**src/verilog/zcd_pkg.sv**
```systemverilog
// Contract
// - detection and flagging unaffected by sleep
// - fuse cleared means detector active from reset
// - fuse set, enable bit one: pin drives current; here only while module disable is clear
// - fuse set, enable zero: pin follows remap/direction
// - fuse cleared: enable bit has no effect
// - status bit shows sink state, polarity adjusted
// - polarity bit inverts logic output
// - rise enable: low-to-high sets event flag
// - fall enable: high-to-low sets event flag
// - software clears flag; set wins over clear
// - polarity change edge can set flag always; here only while rise or fall enable is set
package zcd_pkg;
   // byte addresses; control sits at word index 0x91f, so its byte address is four times that
   localparam logic [11:0] ZCD_CTRL_INDEX = 12'h091f;
   localparam logic [13:0] ZCD_CTRL_ADDR = {ZCD_CTRL_INDEX, 2'b00};
   localparam logic [13:0] ZCD_STAT_ADDR = 14'h0000;
   localparam logic [13:0] ZCD_MASK_ADDR = 14'h0004;
   localparam logic [13:0] ZCD_CFG_ADDR = 14'h0008;
   // control field positions
   localparam int ZCD_SWEN_BIT = 7;
   localparam int ZCD_OUT_BIT = 5;
   localparam int ZCD_INV_BIT = 4;
   localparam int ZCD_RISE_BIT = 1;
   localparam int ZCD_FALL_BIT = 0;
   // status/mask bit 0 is the crossing event flag; cfg bit 0 is module disable
   localparam int ZCD_FLAG_BIT = 0;
   localparam int ZCD_MD_BIT = 0;
   localparam logic [7:0] ZCD_CTRL_RESET = 8'h00;
   localparam logic [1:0] ZCD_RESP_OKAY = 2'b00;
   localparam logic [1:0] ZCD_RESP_SLVERR = 2'b10;

   // control fields as software sees them
   typedef struct packed {
      logic sw_enable;
      logic invert;
      logic rise_en;
      logic fall_en;
   } zcd_ctrl_t;

   // pin-side signals
   typedef struct packed {
      logic drive_en;
      logic pin_oe;
   } zcd_pin_t;
endpackage : zcd_pkg

```
**src/verilog/zcd_edge.sv**
```systemverilog
`timescale 1ns/10ps
// edge detector with per-direction enables
module zcd_edge
   import zcd_pkg::*;
(
   // clock
   input wire logic aclk,
   input wire logic aresetn,
   input wire logic ce,
   // level and enables
   input wire logic level,
   input wire logic rise_en,
   input wire logic fall_en,
   // event pulse
   output logic hit
);
   logic prev_reg;
   logic prev_next;

   always_comb begin
      prev_next = level;
      hit = ce & ((rise_en & level & ~prev_reg) | (fall_en & ~level & prev_reg));
   end

   always_ff @(posedge aclk) begin
      if (!aresetn) begin
         prev_reg <= 1'b0;
      end else if (ce) begin
         prev_reg <= prev_next;
      end
   end
endmodule : zcd_edge

```
**src/verilog/zcd_sync.sv**
```systemverilog
`timescale 1ns/10ps
// two-flop synchroniser for the analog comparator level
module zcd_sync
   import zcd_pkg::*;
(
   // clock
   input wire logic aclk,
   input wire logic aresetn,
   input wire logic ce,
   // data
   input wire logic async_in,
   output logic sync_out
);
   logic s1_reg;
   logic s1_next;
   logic s2_next;

   always_comb begin
      s1_next = async_in;
      s2_next = s1_reg; // first stage read only here
   end

   always_ff @(posedge aclk) begin
      if (!aresetn) begin
         s1_reg <= 1'b0;
         sync_out <= 1'b0;
      end else if (ce) begin
         s1_reg <= s1_next;
         sync_out <= s2_next;
      end
   end
endmodule : zcd_sync

```
**src/verilog/zcd_top.sv**
```systemverilog
`timescale 1ns/10ps
// zero-cross detector control, status and event logic behind an axi4-lite slave
module zcd_top
   import zcd_pkg::*;
(
   // clock and reset
   input wire logic aclk,
   input wire logic aresetn,
   input wire logic ce,
   // axi4-lite write address
   input wire logic [13:0] s_axi_awaddr,
   input wire logic s_axi_awvalid,
   output logic s_axi_awready,
   // axi4-lite write data
   input wire logic [31:0] s_axi_wdata,
   input wire logic [3:0] s_axi_wstrb,
   input wire logic s_axi_wvalid,
   output logic s_axi_wready,
   // axi4-lite write response
   output logic [1:0] s_axi_bresp,
   output logic s_axi_bvalid,
   input wire logic s_axi_bready,
   // axi4-lite read address
   input wire logic [13:0] s_axi_araddr,
   input wire logic s_axi_arvalid,
   output logic s_axi_arready,
   // axi4-lite read data
   output logic [31:0] s_axi_rdata,
   output logic [1:0] s_axi_rresp,
   output logic s_axi_rvalid,
   input wire logic s_axi_rready,
   // configuration fuse and analog side
   input wire logic fuse_disable,
   input wire logic comparator_sink,
   // pin ownership
   output zcd_pin_t pin_ctrl,
   output logic detector_enable,
   // interrupt
   output logic irq
);
   zcd_ctrl_t ctrl_reg, ctrl_next;
   logic flag_reg, flag_next;
   logic mask_reg, mask_next;
   logic md_reg, md_next;
   logic aw_got_reg, aw_got_next;
   logic w_got_reg, w_got_next;
   logic [13:0] awaddr_reg, awaddr_next;
   logic [31:0] wdata_reg, wdata_next;
   logic wstrb0_reg, wstrb0_next;
   logic bvalid_reg, bvalid_next;
   logic [1:0] bresp_reg, bresp_next;
   logic rvalid_reg, rvalid_next;
   logic [31:0] rdata_reg, rdata_next;
   logic [1:0] rresp_reg, rresp_next;
   logic sink_sync;
   logic out_level;
   logic pol_prev_reg;
   logic pol_edge;
   logic edge_hit;
   logic wr_fire;
   logic [31:0] wd;
   logic [13:0] wa;

   // comparator crosses into the clock domain before anything reads it
   zcd_sync u_sync (
      .aclk(aclk),
      .aresetn(aresetn),
      .ce(ce),
      .async_in(comparator_sink),
      .sync_out(sink_sync)
   );

   // polarity-adjusted output; 1 means sinking when not inverted
   assign out_level = sink_sync ^ ctrl_reg.invert;

   // no sleep input exists, so nothing here gates on it
   zcd_edge u_edge (
      .aclk(aclk),
      .aresetn(aresetn),
      .ce(ce),
      .level(out_level),
      .rise_en(ctrl_reg.rise_en),
      .fall_en(ctrl_reg.fall_en),
      .hit(edge_hit)
   );

   // a polarity write flips out_level; pol_edge sets the flag in either direction, but only while rise or fall enable is set
   always_ff @(posedge aclk) begin
      if (!aresetn) begin
         pol_prev_reg <= 1'b0;
      end else if (ce) begin
         pol_prev_reg <= ctrl_reg.invert;
      end
   end
   assign pol_edge = ce & (pol_prev_reg != ctrl_reg.invert);

   // enable chain: fuse cleared keeps it on; module disable only acts when the fuse is set
   always_comb begin
      if (!fuse_disable) begin
         detector_enable = 1'b1;
      end else begin
         detector_enable = ctrl_reg.sw_enable & ~md_reg;
      end
      pin_ctrl.drive_en = detector_enable;
      pin_ctrl.pin_oe = detector_enable; // low hands the pin back to remap/direction
   end

   assign irq = flag_reg & mask_reg;

   // write handshake: address and data accepted independently
   assign s_axi_awready = ~aw_got_reg & ~bvalid_reg;
   assign s_axi_wready = ~w_got_reg & ~bvalid_reg;
   assign s_axi_bvalid = bvalid_reg;
   assign s_axi_bresp = bresp_reg;
   assign s_axi_arready = ~rvalid_reg;
   assign s_axi_rvalid = rvalid_reg;
   assign s_axi_rdata = rdata_reg;
   assign s_axi_rresp = rresp_reg;

   // register write side and flag update
   always_comb begin
      aw_got_next = aw_got_reg;
      w_got_next = w_got_reg;
      awaddr_next = awaddr_reg;
      wdata_next = wdata_reg;
      wstrb0_next = wstrb0_reg;
      bvalid_next = bvalid_reg;
      bresp_next = bresp_reg;
      ctrl_next = ctrl_reg;
      mask_next = mask_reg;
      md_next = md_reg;
      flag_next = flag_reg;
      wr_fire = 1'b0;
      wa = awaddr_reg;
      wd = wdata_reg;
      if (s_axi_awvalid && s_axi_awready) begin
         aw_got_next = 1'b1;
         awaddr_next = s_axi_awaddr;
         wa = s_axi_awaddr;
      end
      if (s_axi_wvalid && s_axi_wready) begin
         w_got_next = 1'b1;
         wdata_next = s_axi_wdata;
         wstrb0_next = s_axi_wstrb[0];
         wd = s_axi_wdata;
      end
      if (aw_got_next && w_got_next && !bvalid_reg) begin
         wr_fire = 1'b1;
         aw_got_next = 1'b0;
         w_got_next = 1'b0;
         bvalid_next = 1'b1;
         bresp_next = ZCD_RESP_OKAY;
         if (wstrb0_next) begin
            case ({wa[13:2], 2'b00})
               ZCD_CTRL_ADDR: begin
                  ctrl_next.sw_enable = wd[ZCD_SWEN_BIT];
                  ctrl_next.invert = wd[ZCD_INV_BIT];
                  ctrl_next.rise_en = wd[ZCD_RISE_BIT];
                  ctrl_next.fall_en = wd[ZCD_FALL_BIT];
               end
               ZCD_STAT_ADDR: begin
                  if (wd[ZCD_FLAG_BIT]) begin
                     flag_next = 1'b0; // write one to clear
                  end
               end
               ZCD_MASK_ADDR: mask_next = wd[ZCD_FLAG_BIT];
               ZCD_CFG_ADDR: md_next = wd[ZCD_MD_BIT];
               default: bresp_next = ZCD_RESP_SLVERR;
            endcase
         end else if (({wa[13:2], 2'b00} != ZCD_CTRL_ADDR) && ({wa[13:2], 2'b00} != ZCD_STAT_ADDR)
               && ({wa[13:2], 2'b00} != ZCD_MASK_ADDR) && ({wa[13:2], 2'b00} != ZCD_CFG_ADDR)) begin
            bresp_next = ZCD_RESP_SLVERR;
         end
      end
      if (bvalid_reg && s_axi_bready) begin
         bvalid_next = 1'b0;
      end
      // set after clear so a coincident edge is not lost
      if (edge_hit || (pol_edge && (ctrl_reg.rise_en || ctrl_reg.fall_en))) begin
         flag_next = 1'b1;
      end
   end

   // read side, one cycle after the address is taken
   always_comb begin
      rvalid_next = rvalid_reg;
      rdata_next = rdata_reg;
      rresp_next = rresp_reg;
      if (s_axi_arvalid && s_axi_arready) begin
         rvalid_next = 1'b1;
         rresp_next = ZCD_RESP_OKAY;
         rdata_next = 32'h0000_0000;
         case ({s_axi_araddr[13:2], 2'b00})
            ZCD_CTRL_ADDR: begin
               rdata_next[ZCD_SWEN_BIT] = ctrl_reg.sw_enable;
               rdata_next[ZCD_OUT_BIT] = out_level;
               rdata_next[ZCD_INV_BIT] = ctrl_reg.invert;
               rdata_next[ZCD_RISE_BIT] = ctrl_reg.rise_en;
               rdata_next[ZCD_FALL_BIT] = ctrl_reg.fall_en;
            end
            ZCD_STAT_ADDR: rdata_next[ZCD_FLAG_BIT] = flag_reg;
            ZCD_MASK_ADDR: rdata_next[ZCD_FLAG_BIT] = mask_reg;
            ZCD_CFG_ADDR: rdata_next[ZCD_MD_BIT] = md_reg;
            default: rresp_next = ZCD_RESP_SLVERR;
         endcase
      end else if (rvalid_reg && s_axi_rready) begin
         rvalid_next = 1'b0;
      end
   end

   // state registers, all frozen while ce is low
   always_ff @(posedge aclk) begin
      if (!aresetn) begin
         ctrl_reg <= zcd_ctrl_t'({ZCD_CTRL_RESET[ZCD_SWEN_BIT], ZCD_CTRL_RESET[ZCD_INV_BIT],
            ZCD_CTRL_RESET[ZCD_RISE_BIT], ZCD_CTRL_RESET[ZCD_FALL_BIT]});
         flag_reg <= 1'b0;
         mask_reg <= 1'b0;
         md_reg <= 1'b0;
         aw_got_reg <= 1'b0;
         w_got_reg <= 1'b0;
         awaddr_reg <= 14'h0000;
         wdata_reg <= 32'h0000_0000;
         wstrb0_reg <= 1'b0;
         bvalid_reg <= 1'b0;
         bresp_reg <= 2'b00;
         rvalid_reg <= 1'b0;
         rdata_reg <= 32'h0000_0000;
         rresp_reg <= 2'b00;
      end else if (ce) begin
         ctrl_reg <= ctrl_next;
         flag_reg <= flag_next;
         mask_reg <= mask_next;
         md_reg <= md_next;
         aw_got_reg <= aw_got_next;
         w_got_reg <= w_got_next;
         awaddr_reg <= awaddr_next;
         wdata_reg <= wdata_next;
         wstrb0_reg <= wstrb0_next;
         bvalid_reg <= bvalid_next;
         bresp_reg <= bresp_next;
         rvalid_reg <= rvalid_next;
         rdata_reg <= rdata_next;
         rresp_reg <= rresp_next;
      end
   end

   // fuse cleared forces the detector on
   a_fuse_forces_on: assert property (@(posedge aclk) disable iff (!aresetn)
      !fuse_disable |-> detector_enable && pin_ctrl.drive_en)
      else $error("detector off with fuse cleared");
   a_ignores_sw_enable: assert property (@(posedge aclk) disable iff (!aresetn)
      (!fuse_disable && !ctrl_reg.sw_enable) |-> detector_enable)
      else $error("enable bit affected fuse-cleared detector");

   // fuse set: enable bit and module disable own the pin
   a_sw_enable_on: assert property (@(posedge aclk) disable iff (!aresetn)
      (fuse_disable && ctrl_reg.sw_enable && !md_reg) |-> pin_ctrl.pin_oe)
      else $error("pin not driven when enabled");
   a_sw_disable_off: assert property (@(posedge aclk) disable iff (!aresetn)
      (fuse_disable && !ctrl_reg.sw_enable) |-> !pin_ctrl.pin_oe && !detector_enable)
      else $error("pin not released when disabled");
   a_md_disables: assert property (@(posedge aclk) disable iff (!aresetn)
      (fuse_disable && md_reg) |-> !detector_enable)
      else $error("module disable ignored");

   // readback of the status bit follows the synchronised level and polarity
   a_status_polarity: assert property (@(posedge aclk) disable iff (!aresetn)
      (ce && s_axi_arvalid && s_axi_arready
         && ({s_axi_araddr[13:2], 2'b00} == ZCD_CTRL_ADDR))
      |=> s_axi_rdata[ZCD_OUT_BIT] == ($past(sink_sync) ^ $past(ctrl_reg.invert)))
      else $error("status level wrong");
   a_sync_two_stage: assert property (@(posedge aclk) disable iff (!aresetn)
      (ce && $past(ce) && $past(ce, 2)) |-> sink_sync == $past(comparator_sink, 2))
      else $error("sync latency not two");

   // event flag: set by enabled edges, kept until software clears it
   a_rise_sets_flag: assert property (@(posedge aclk) disable iff (!aresetn)
      (ce && ctrl_reg.rise_en && $rose(out_level) && $stable(ctrl_reg.invert)) |=> flag_reg)
      else $error("rising edge missed");
   a_fall_sets_flag: assert property (@(posedge aclk) disable iff (!aresetn)
      (ce && ctrl_reg.fall_en && $fell(out_level) && $stable(ctrl_reg.invert)) |=> flag_reg)
      else $error("falling edge missed");
   a_set_beats_clear: assert property (@(posedge aclk) disable iff (!aresetn)
      (ce && edge_hit) |=> flag_reg)
      else $error("edge lost during clear");
   a_flag_sticky: assert property (@(posedge aclk) disable iff (!aresetn)
      (flag_reg && !wr_fire) |=> flag_reg)
      else $error("flag dropped without a write");
   a_flag_needs_enable: assert property (@(posedge aclk) disable iff (!aresetn)
      (ce && !flag_reg && !ctrl_reg.rise_en && !ctrl_reg.fall_en) |=> !flag_reg)
      else $error("flag set with both edges disabled");
   a_pol_edge_flags: assert property (@(posedge aclk) disable iff (!aresetn)
      (ce && pol_edge && (ctrl_reg.rise_en || ctrl_reg.fall_en)) |=> flag_reg)
      else $error("polarity change did not flag");

   // bus answers and freeze
   a_write_answers: assert property (@(posedge aclk) disable iff (!aresetn)
      (ce && wr_fire) |=> s_axi_bvalid)
      else $error("write response missing");
   a_bresp_holds: assert property (@(posedge aclk) disable iff (!aresetn)
      (s_axi_bvalid && !s_axi_bready) |=> s_axi_bvalid && $stable(s_axi_bresp))
      else $error("write response dropped early");
   a_rdata_holds: assert property (@(posedge aclk) disable iff (!aresetn)
      (s_axi_rvalid && !s_axi_rready) |=> s_axi_rvalid && $stable(s_axi_rdata))
      else $error("read data dropped early");
   a_ce_freezes: assert property (@(posedge aclk) disable iff (!aresetn)
      !ce |=> $stable(flag_reg) && $stable(ctrl_reg) && $stable(sink_sync))
      else $error("state moved while clock enable low");
endmodule : zcd_top
```
**config.mk**
```make
export PLATFORM = sky130hd
export DESIGN_NAME = zcd_top
export DESIGN_NICKNAME = d
export VERILOG_FILES = /design/src/verilog/zcd_pkg.sv /design/src/verilog/zcd_edge.sv /design/src/verilog/zcd_sync.sv /design/src/verilog/zcd_top.sv
export SDC_FILE = /design/constraint.sdc
export NUM_CORES = 1
export LEC_CHECK = 0
export BUFFER_PORTS_ARGS = -buffer_cell sky130_fd_sc_hd__buf_4
export CAP_MARGIN = 20
export CORE_UTILIZATION = 47
export DETAILED_ROUTE_END_ITERATION = 16
export GPL_TIMING_DRIVEN = 0
export PLACE_DENSITY = 0.95
export SETUP_SLACK_MARGIN = 0.05
export SLEW_MARGIN = 20
export SYNTH_ARGS = -nofsm -noshare
export SYNTH_HDL_FRONTEND = slang
export SYNTH_SLANG_ARGS = --single-unit
```
**constraint.sdc**
```tcl
create_clock -name aclk -period 3.35 [get_ports aclk]
set_clock_uncertainty 0.05 [all_clocks]
set_input_delay 0.1675 -clock aclk [delete_from_list [all_inputs] [get_ports aclk]]
set_output_delay 0.1675 -clock aclk [all_outputs]
set_load 0.005 [all_outputs]
```
==> run summary, run 1 <==
Dpl hpwl: 3720 µm
Post-synth ARST share: 0
Post-CTS Resized: 0
Tot GR Track Use: 0.218
Final hold vios: 0
Setup crit start kind: flop
R2R depth: 6
Share of cells above drive strength 1: 0.304
Register area: 781 µm²
PortBufs: 54
Largest fanout on the critical path: 7
Antenna-violating nets left: 0
DR DRC count: 0
Worst Setup Path Type: flop to flop
Antenna diodes: 0
VDD IR max: 0.000304 V
Post-synth EDFFs: 0
Setup tns final: 0 ps
Critical path endpoint category: flop
Row cnt: 23
Max-slew violations: 0
Seq/Total Area, Yosys: 0.376
Cell taking the most area after synthesis: dfxtp_1
Fin crit share: 0.596
Arrival time worst endpoint: 2130 ps
Clock Tree Buf Depth: 2
WP data required: 3490 ps
Area of the core: 4120 µm²
Cts bufs inserted: 5
Commonest non-fill, non-tap cell in the layout: buf_4
Overflow after GRT: 0
Avg Inst Size Synth: 8.34 µm²
Fin crit period: 2000 ps
Warning count from the yosys run: 0
WHS Path Cells: 3
DR vias/cell: 4.96
DR WL/cell: 12.5 µm
Synthesized area: 2080 µm²
Fin area: 2750 µm²
Final hold slack: 62.8 ps
Drt initial violations: 68
Cts hold-fix bufs: 0
Max cap viols: 0
Setup bufs post-CTS: 0
Main area contributors after synthesis: dfxtp_1 (38%), buf_4 (11%), mux2i_1 (9.2%)
Pwr Density: 378 nW/µm²
Post-Synthesis Cells: 249
HP Class: input pin to flop
Clk sinks: 39
#FFs+latches synth: 39
Post-Layout Cell Count: 389
TritonCTS clock tree: built
Clk_lat worst skew: 290 ps
DR pass1 iterations: 4
Initial antenna violation count: 0
Clk root buf: clkbuf_8
Placed cell areas: 2650 µm²
Synth cell types: 44
Vias: 1930
Die Wd: 68.5 µm
Commonest non-fill, non-tap cells in the layout: buf_4 (85), nand2_1 (41), dfxtp_1 (39), conb_1 (29), nor2_1 (26)
Vias in the first global route: 1721
Initial core utilization: 0.505
Max reg flops: 12
Die area: 4690 µm²
Worst-path clk slew: 70 ps
Global placement routability congestion: 0.893
Fin nets: 412
Largest net degree at the start of global routing: 12
Top cell type's share of synthesized area: 0.376
Final number of setup-violating endpoints: 0
CTS HTree Levels: 2
Max-slew headroom: 0.604
Area growth, synth to finish: 32.4%
Status: finished, final reports clean
Max Fclk: 501 MHz
Filler cell count: 336
First-pass GRT wire length: 7470 µm
Worst Max-Slew Pin Slew: 577 ps
Top_reg_cell synth: dfxtp_1
Unrepaired setup endpoints after global routing: no
Detailed Route WL: 4860 µm
Leak Pwr: 1.27 nW
Placed Instances: 381
Area taken by multi-input logic gates: 1110 µm²
IO Count: 119
Die Y: 68.5 µm
-- layout make-up --
class	count	share of cell area
Inverter	3	0.00409
Multi-Input combinational cell	195	0.405
Tap cell	50	0.0227
Buffer	40	0.100
Clock buffer	8	0.0364
Sequential cell	39	0.284
Timing Repair Buffer	54	0.147
-- per-layer routing --
metal / up-vias / routed length, µm / GRT usage
li1: 975 / - / -
met2: 94 / 2260 / 0.368
met5: - / 0 / 0
met1: 845 / 2010 / 0.248
met4: 0 / 129 / 0.138
met3: 16 / 466 / 0.0450
-- kinds of logic after synthesis --
kind of cell / share of synthesized area
other: 0.00181
buffers and inverters: 0.138
AOI/OAI and AO/OA: 0.123
xor gates and xnor gates: 0.00422
and+or+nand+nor: 0.260
muxes: 0.0970
DFF: 0.376
-- worst max-delay path, stage by stage (launching register included) --
cell and delay [ps]:
dfxtp_1 330, buf_6 140, nor3b_4 340, mux2i_1 570
a211oi_4 120, a21oi_1 160, and3b_1 180
-- where the power goes --
group          internal (mW)  total [mW]  switching, mW  leakage, nW
Combinational          0.105       0.199         0.0934        0.905
Sequential             0.481       0.495         0.0137        0.317
Clock                  0.188       0.347          0.159       0.0515
-- metrics by stage --
step	util	power, mW	worst slack [ps]
floorplan	-	0.624	1600
global placement	0.644	0.694	1480
detailed placement	0.644	0.700	1410
CTS	0.668	1.04	1360
global route	0.668	1.09	1240
finish	0.668	1.04	1350
-- cell usage after synthesis, types with 3 or more instances --
cell type  number
mux2i_1        19
a22oi_1         4
and2_1          4
nand2b_1        3
buf_4          31
nor2_1         26
clkbuf_1        6
o22ai_1         3
nand2_1        41
a21oi_1        19
nand3_1         5
nor3_1          5
and3_1          5
inv_1           3
dfxtp_1        39
-- worst paths after layout --
path,endpoint,from,slack (ps)
max,ctrl_reg[2],s_axi_bvalid,1350
min,u_sync.s1_reg,comparator_sink,60
max reg2reg,ctrl_reg[2],s_axi_bvalid,1350
min reg2reg,s_axi_rdata[5],s_axi_rdata[5],400
Note: power is estimated with default switching activity, not from simulation.
==> run 2, diff against run 1 <==
ABC_AREA = 1   (was default)
CORE_UTILIZATION = 42   (was 47)
PLACE_DENSITY = 0.87   (was 0.95)
clock period = 1.8 ns   (was 3.35 ns; I/O delays follow)
==> run summary, run 2 <==
Crit path largest cell delay: 370 ps (was 570 ps)
Commonest cells post-synth: nand2_1 (95), nor2_1 (44), dfxtp_1 (39) (was nand2_1 (41), dfxtp_1 (39), buf_4 (31))
Clock Tree Buf Depth: 2 (unchanged)
Die Wd: 78.4 µm (was 68.5 µm)
Main area contributors after synthesis: dfxtp_1 (32%), nand2_1 (15%), buf_4 (9.5%) (was dfxtp_1 (38%), buf_4 (11%), mux2i_1 (9.2%))
Dpl hpwl: 4610 µm (was 3720 µm)
Top_reg_cell synth: dfxtp_1 (unchanged)
Worst Setup Path Type: flop to flop (unchanged)
Antenna-violating nets left: 0 (unchanged)
PortBufs: 52 (was 54)
Avg Inst Size Synth: 6.55 µm² (was 8.34 µm²)
Area taken by multi-input logic gates: 1350 µm² (was 1110 µm²)
Area growth, synth to finish: 31.9% (was 32.4%)
Synth cell types: 33 (was 44)
Cell family with most CP delay: simple AND/OR/NAND/NOR gates (was multiplexers)
Fin crit share: 0.956 (was 0.596)
Arrival time worst endpoint: 1870 ps (was 2130 ps)
Tot GR Track Use: 0.198 (was 0.218)
WP data required: 1950 ps (was 3490 ps)
Synthesized area: 2450 µm² (was 2080 µm²)
Setup tns final: 0 ps (unchanged)
R2R depth: 9 (was 6)
Row cnt: 27 (was 23)
Cts bufs inserted: 5 (unchanged)
Die Y: 78.4 µm (was 68.5 µm)
Leak Pwr: 1.60 nW (was 1.27 nW)
Critical path depth in cells: 9 (was 6)
HP Class: input pin to flop (unchanged)
DR DRC count: 0 (unchanged)
Worst Path Buf+Inv: 1 (unchanged)
Largest net degree at the start of global routing: 14 (was 12)
Drt initial violations: 140 (was 68)
Pre-CTS worst setup slack: 74.7 ps (was 1410 ps)
First-pass GRT wire length: 9740 µm (was 7470 µm)
Filler cell count: 536 (was 336)
Overflow after GRT: 0 (unchanged)
CTS HTree Levels: 2 (unchanged)
CP Cell Sequence: nor2_4 -> nand2_4 -> buf_6 -> o21ai_1 -> nand2_1 -> nor2_1 -> nand4_1 -> nor2_1 -> nor2_1 (was buf_6 -> nor3b_4 -> mux2i_1 -> a211oi_4 -> a21oi_1 -> and3b_1)
Area of the core: 5570 µm² (was 4120 µm²)
Most frequent CP cell: nor2_1
Final number of setup-violating endpoints: 0 (unchanged)
Die area: 6150 µm² (was 4690 µm²)
Worst Max-Slew Pin Slew: 546 ps (was 577 ps)
Setup crit start kind: flop (unchanged)
#FFs+latches synth: 39 (unchanged)
Status: finished, final reports clean (unchanged)
Seq/Total Area, Yosys: 0.319 (was 0.376)
Antenna diodes: 0 (unchanged)
IO Count: 119 (unchanged)
Clk_lat worst skew: 290 ps (about the same)
Commonest non-fill, non-tap cells in the layout: nand2_1 (95), buf_4 (88), nor2_1 (42), dfxtp_1 (37), inv_1 (36) (was buf_4 (85), nand2_1 (41), dfxtp_1 (39), conb_1 (29), nor2_1 (26))
Top cell type's share of synthesized area: 0.319 (was 0.376)
DR vias/cell: 4.80 (was 4.96)
Unrepaired setup endpoints after global routing: yes (was no)
Global placement routability congestion: 0.862 (was 0.893)
Clk root buf: clkbuf_8 (unchanged)
Worst-path clk slew: 80 ps (was 70 ps)
Final hold vios: 0 (unchanged)
Fin crit period: 1720 ps (was 2000 ps)
TritonCTS clock tree: built (unchanged)
Detailed Route WL: 6170 µm (was 4860 µm)
Post-Layout Cell Count: 540 (was 389)
Cell taking the most area after synthesis: dfxtp_1 (unchanged)
Cell with the largest stage delay on the worst path: dfxtp_4 (was mux2i_1)
Max Fclk: 581 MHz (was 501 MHz)
Max cap viols: 0 (unchanged)
Post-Synthesis Cells: 374 (was 249)
VDD IR max: 0.000530 V (was 0.000304 V)
Placed Instances: 526 (was 381)
Largest fanout on the critical path: 10 (was 7)
DR pass1 iterations: 5 (was 4)
Initial antenna violation count: 0 (unchanged)
Max-slew violations: 0 (unchanged)
DR WL/cell: 11.4 µm (was 12.5 µm)
Max reg flops: 12 (unchanged)
Most numerous cell in the Yosys netlist: nand2_1 (unchanged)
Share of cells above drive strength 1: 0.276 (was 0.304)
Register area: 786 µm² (was 781 µm²)
Vias: 2594 (was 1930)
Pwr Density: 697 nW/µm² (was 378 nW/µm²)
Vias in the first global route: 2249 (was 1721)
Fin nets: 541 (was 412)
WHS Path Cells: 4 (was 3)
Setup WS post-layout: 79.2 ps (was 1350 ps)
Post-synth ARST share: 0 (unchanged)
Clk sinks: 39 (unchanged)
Initial core utilization: 0.440 (was 0.505)
Critical path endpoint category: flop (unchanged)
Warning count from the yosys run: 0 (unchanged)
Commonest non-fill, non-tap cell in the layout: nand2_1 (was buf_4)
Post-synth EDFFs: 0 (unchanged)
Max-slew headroom: 0.636 (was 0.604)
==> run 2: cell types whose count changed in the layout (fill, tap and decap cells not counted), sizes merged, moves of 7 or more <==
cell    previous run  this run
a21oi             19        26
inv                3        37
mux2i             19         0
nand2             42       100
nand3              5        20
nand3b             0         8
nand4              2        10
nor2              27        51
o21ai              2        22
==> run 2: stage by stage <==
step / power (mW) / util / area (µm²) / hold slack (ps)
2_1_floorplan: 1.31 / - / 2560 / 175
3_3_place_gp: 1.47 / 0.545 / 3040 / 268
3_5_place_dp: 1.49 / 0.545 / 3040 / 273
4_1_cts: 2.22 / 0.567 / 3160 / 2.86
5_1_grt: 2.38 / 0.580 / 3230 / 7.62
6_report: 2.25 / 0.580 / 3230 / 9.86
==> run 2: logic make-up after synthesis <==
| family | after synthesis | synth area share |
|---|---|---|
| XOR/XNOR | 1 | 0.00357 |
| AND/OR/NAND/NOR | 191 | 0.351 |
| buffers and inverters | 81 | 0.180 |
| other | 1 | 0.00153 |
| multiplexers | 3 | 0.0138 |
| AO/OA/AOI/OAI | 58 | 0.132 |
| flip-flops | 39 | 0.319 |
==> run 2: what timing repair did <==
item / CTS / global route
hold buffers: 1 / 0
buffers inserted: 0 / 5
endpoints found under the setup margin: 0 / 19
gates resized for setup: 0 / 15
endpoints found under the hold margin: 1 / 0
==> run 2: worst register-to-register path: stages, from the launching register on <==
cell and delay, ps:
dfxtp_4 370, nor2_4 170, nand2_4 120, buf_6 160
o21ai_1 140, nand2_1 100, nor2_1 120, nand4_1 180
nor2_1 160, nor2_1 60
==> run 2: worst paths after layout <==
check	end	slack [ps]	start
worst max-delay path	ctrl_reg[3]	80	s_axi_bvalid
worst min-delay path	s_axi_rvalid	10	s_axi_rready
worst max register to register	ctrl_reg[3]	80	s_axi_bvalid
worst min register to register	wstrb0_reg	420	wstrb0_reg
==> run 2: area by class of cell <==
type	count	share of cell area
repair buffers	58	0.136
clock buffers	5	0.0213
plain buffers	43	0.0960
well taps	72	0.0279
clock inverters	3	0.0136
inverters	38	0.0441
multi-input cells	282	0.419
flip-flops and latches	39	0.243
==> run 2: report_power, final <==
part	internal, mW	leakage (nW)	total [mW]	switching (mW)
logic	0.262	1.22	0.580	0.318
registers	0.911	0.320	0.938	0.0275
clock network	0.413	0.0581	0.735	0.323
total	1.59	1.60	2.25	0.668
==> run 2: per-layer routing <==
metal	global-route usage	share of wire
met1	0.236	0.42
met4	0.0852	0.018
met5	0	0
met2	0.339	0.48
met3	0.0465	0.074
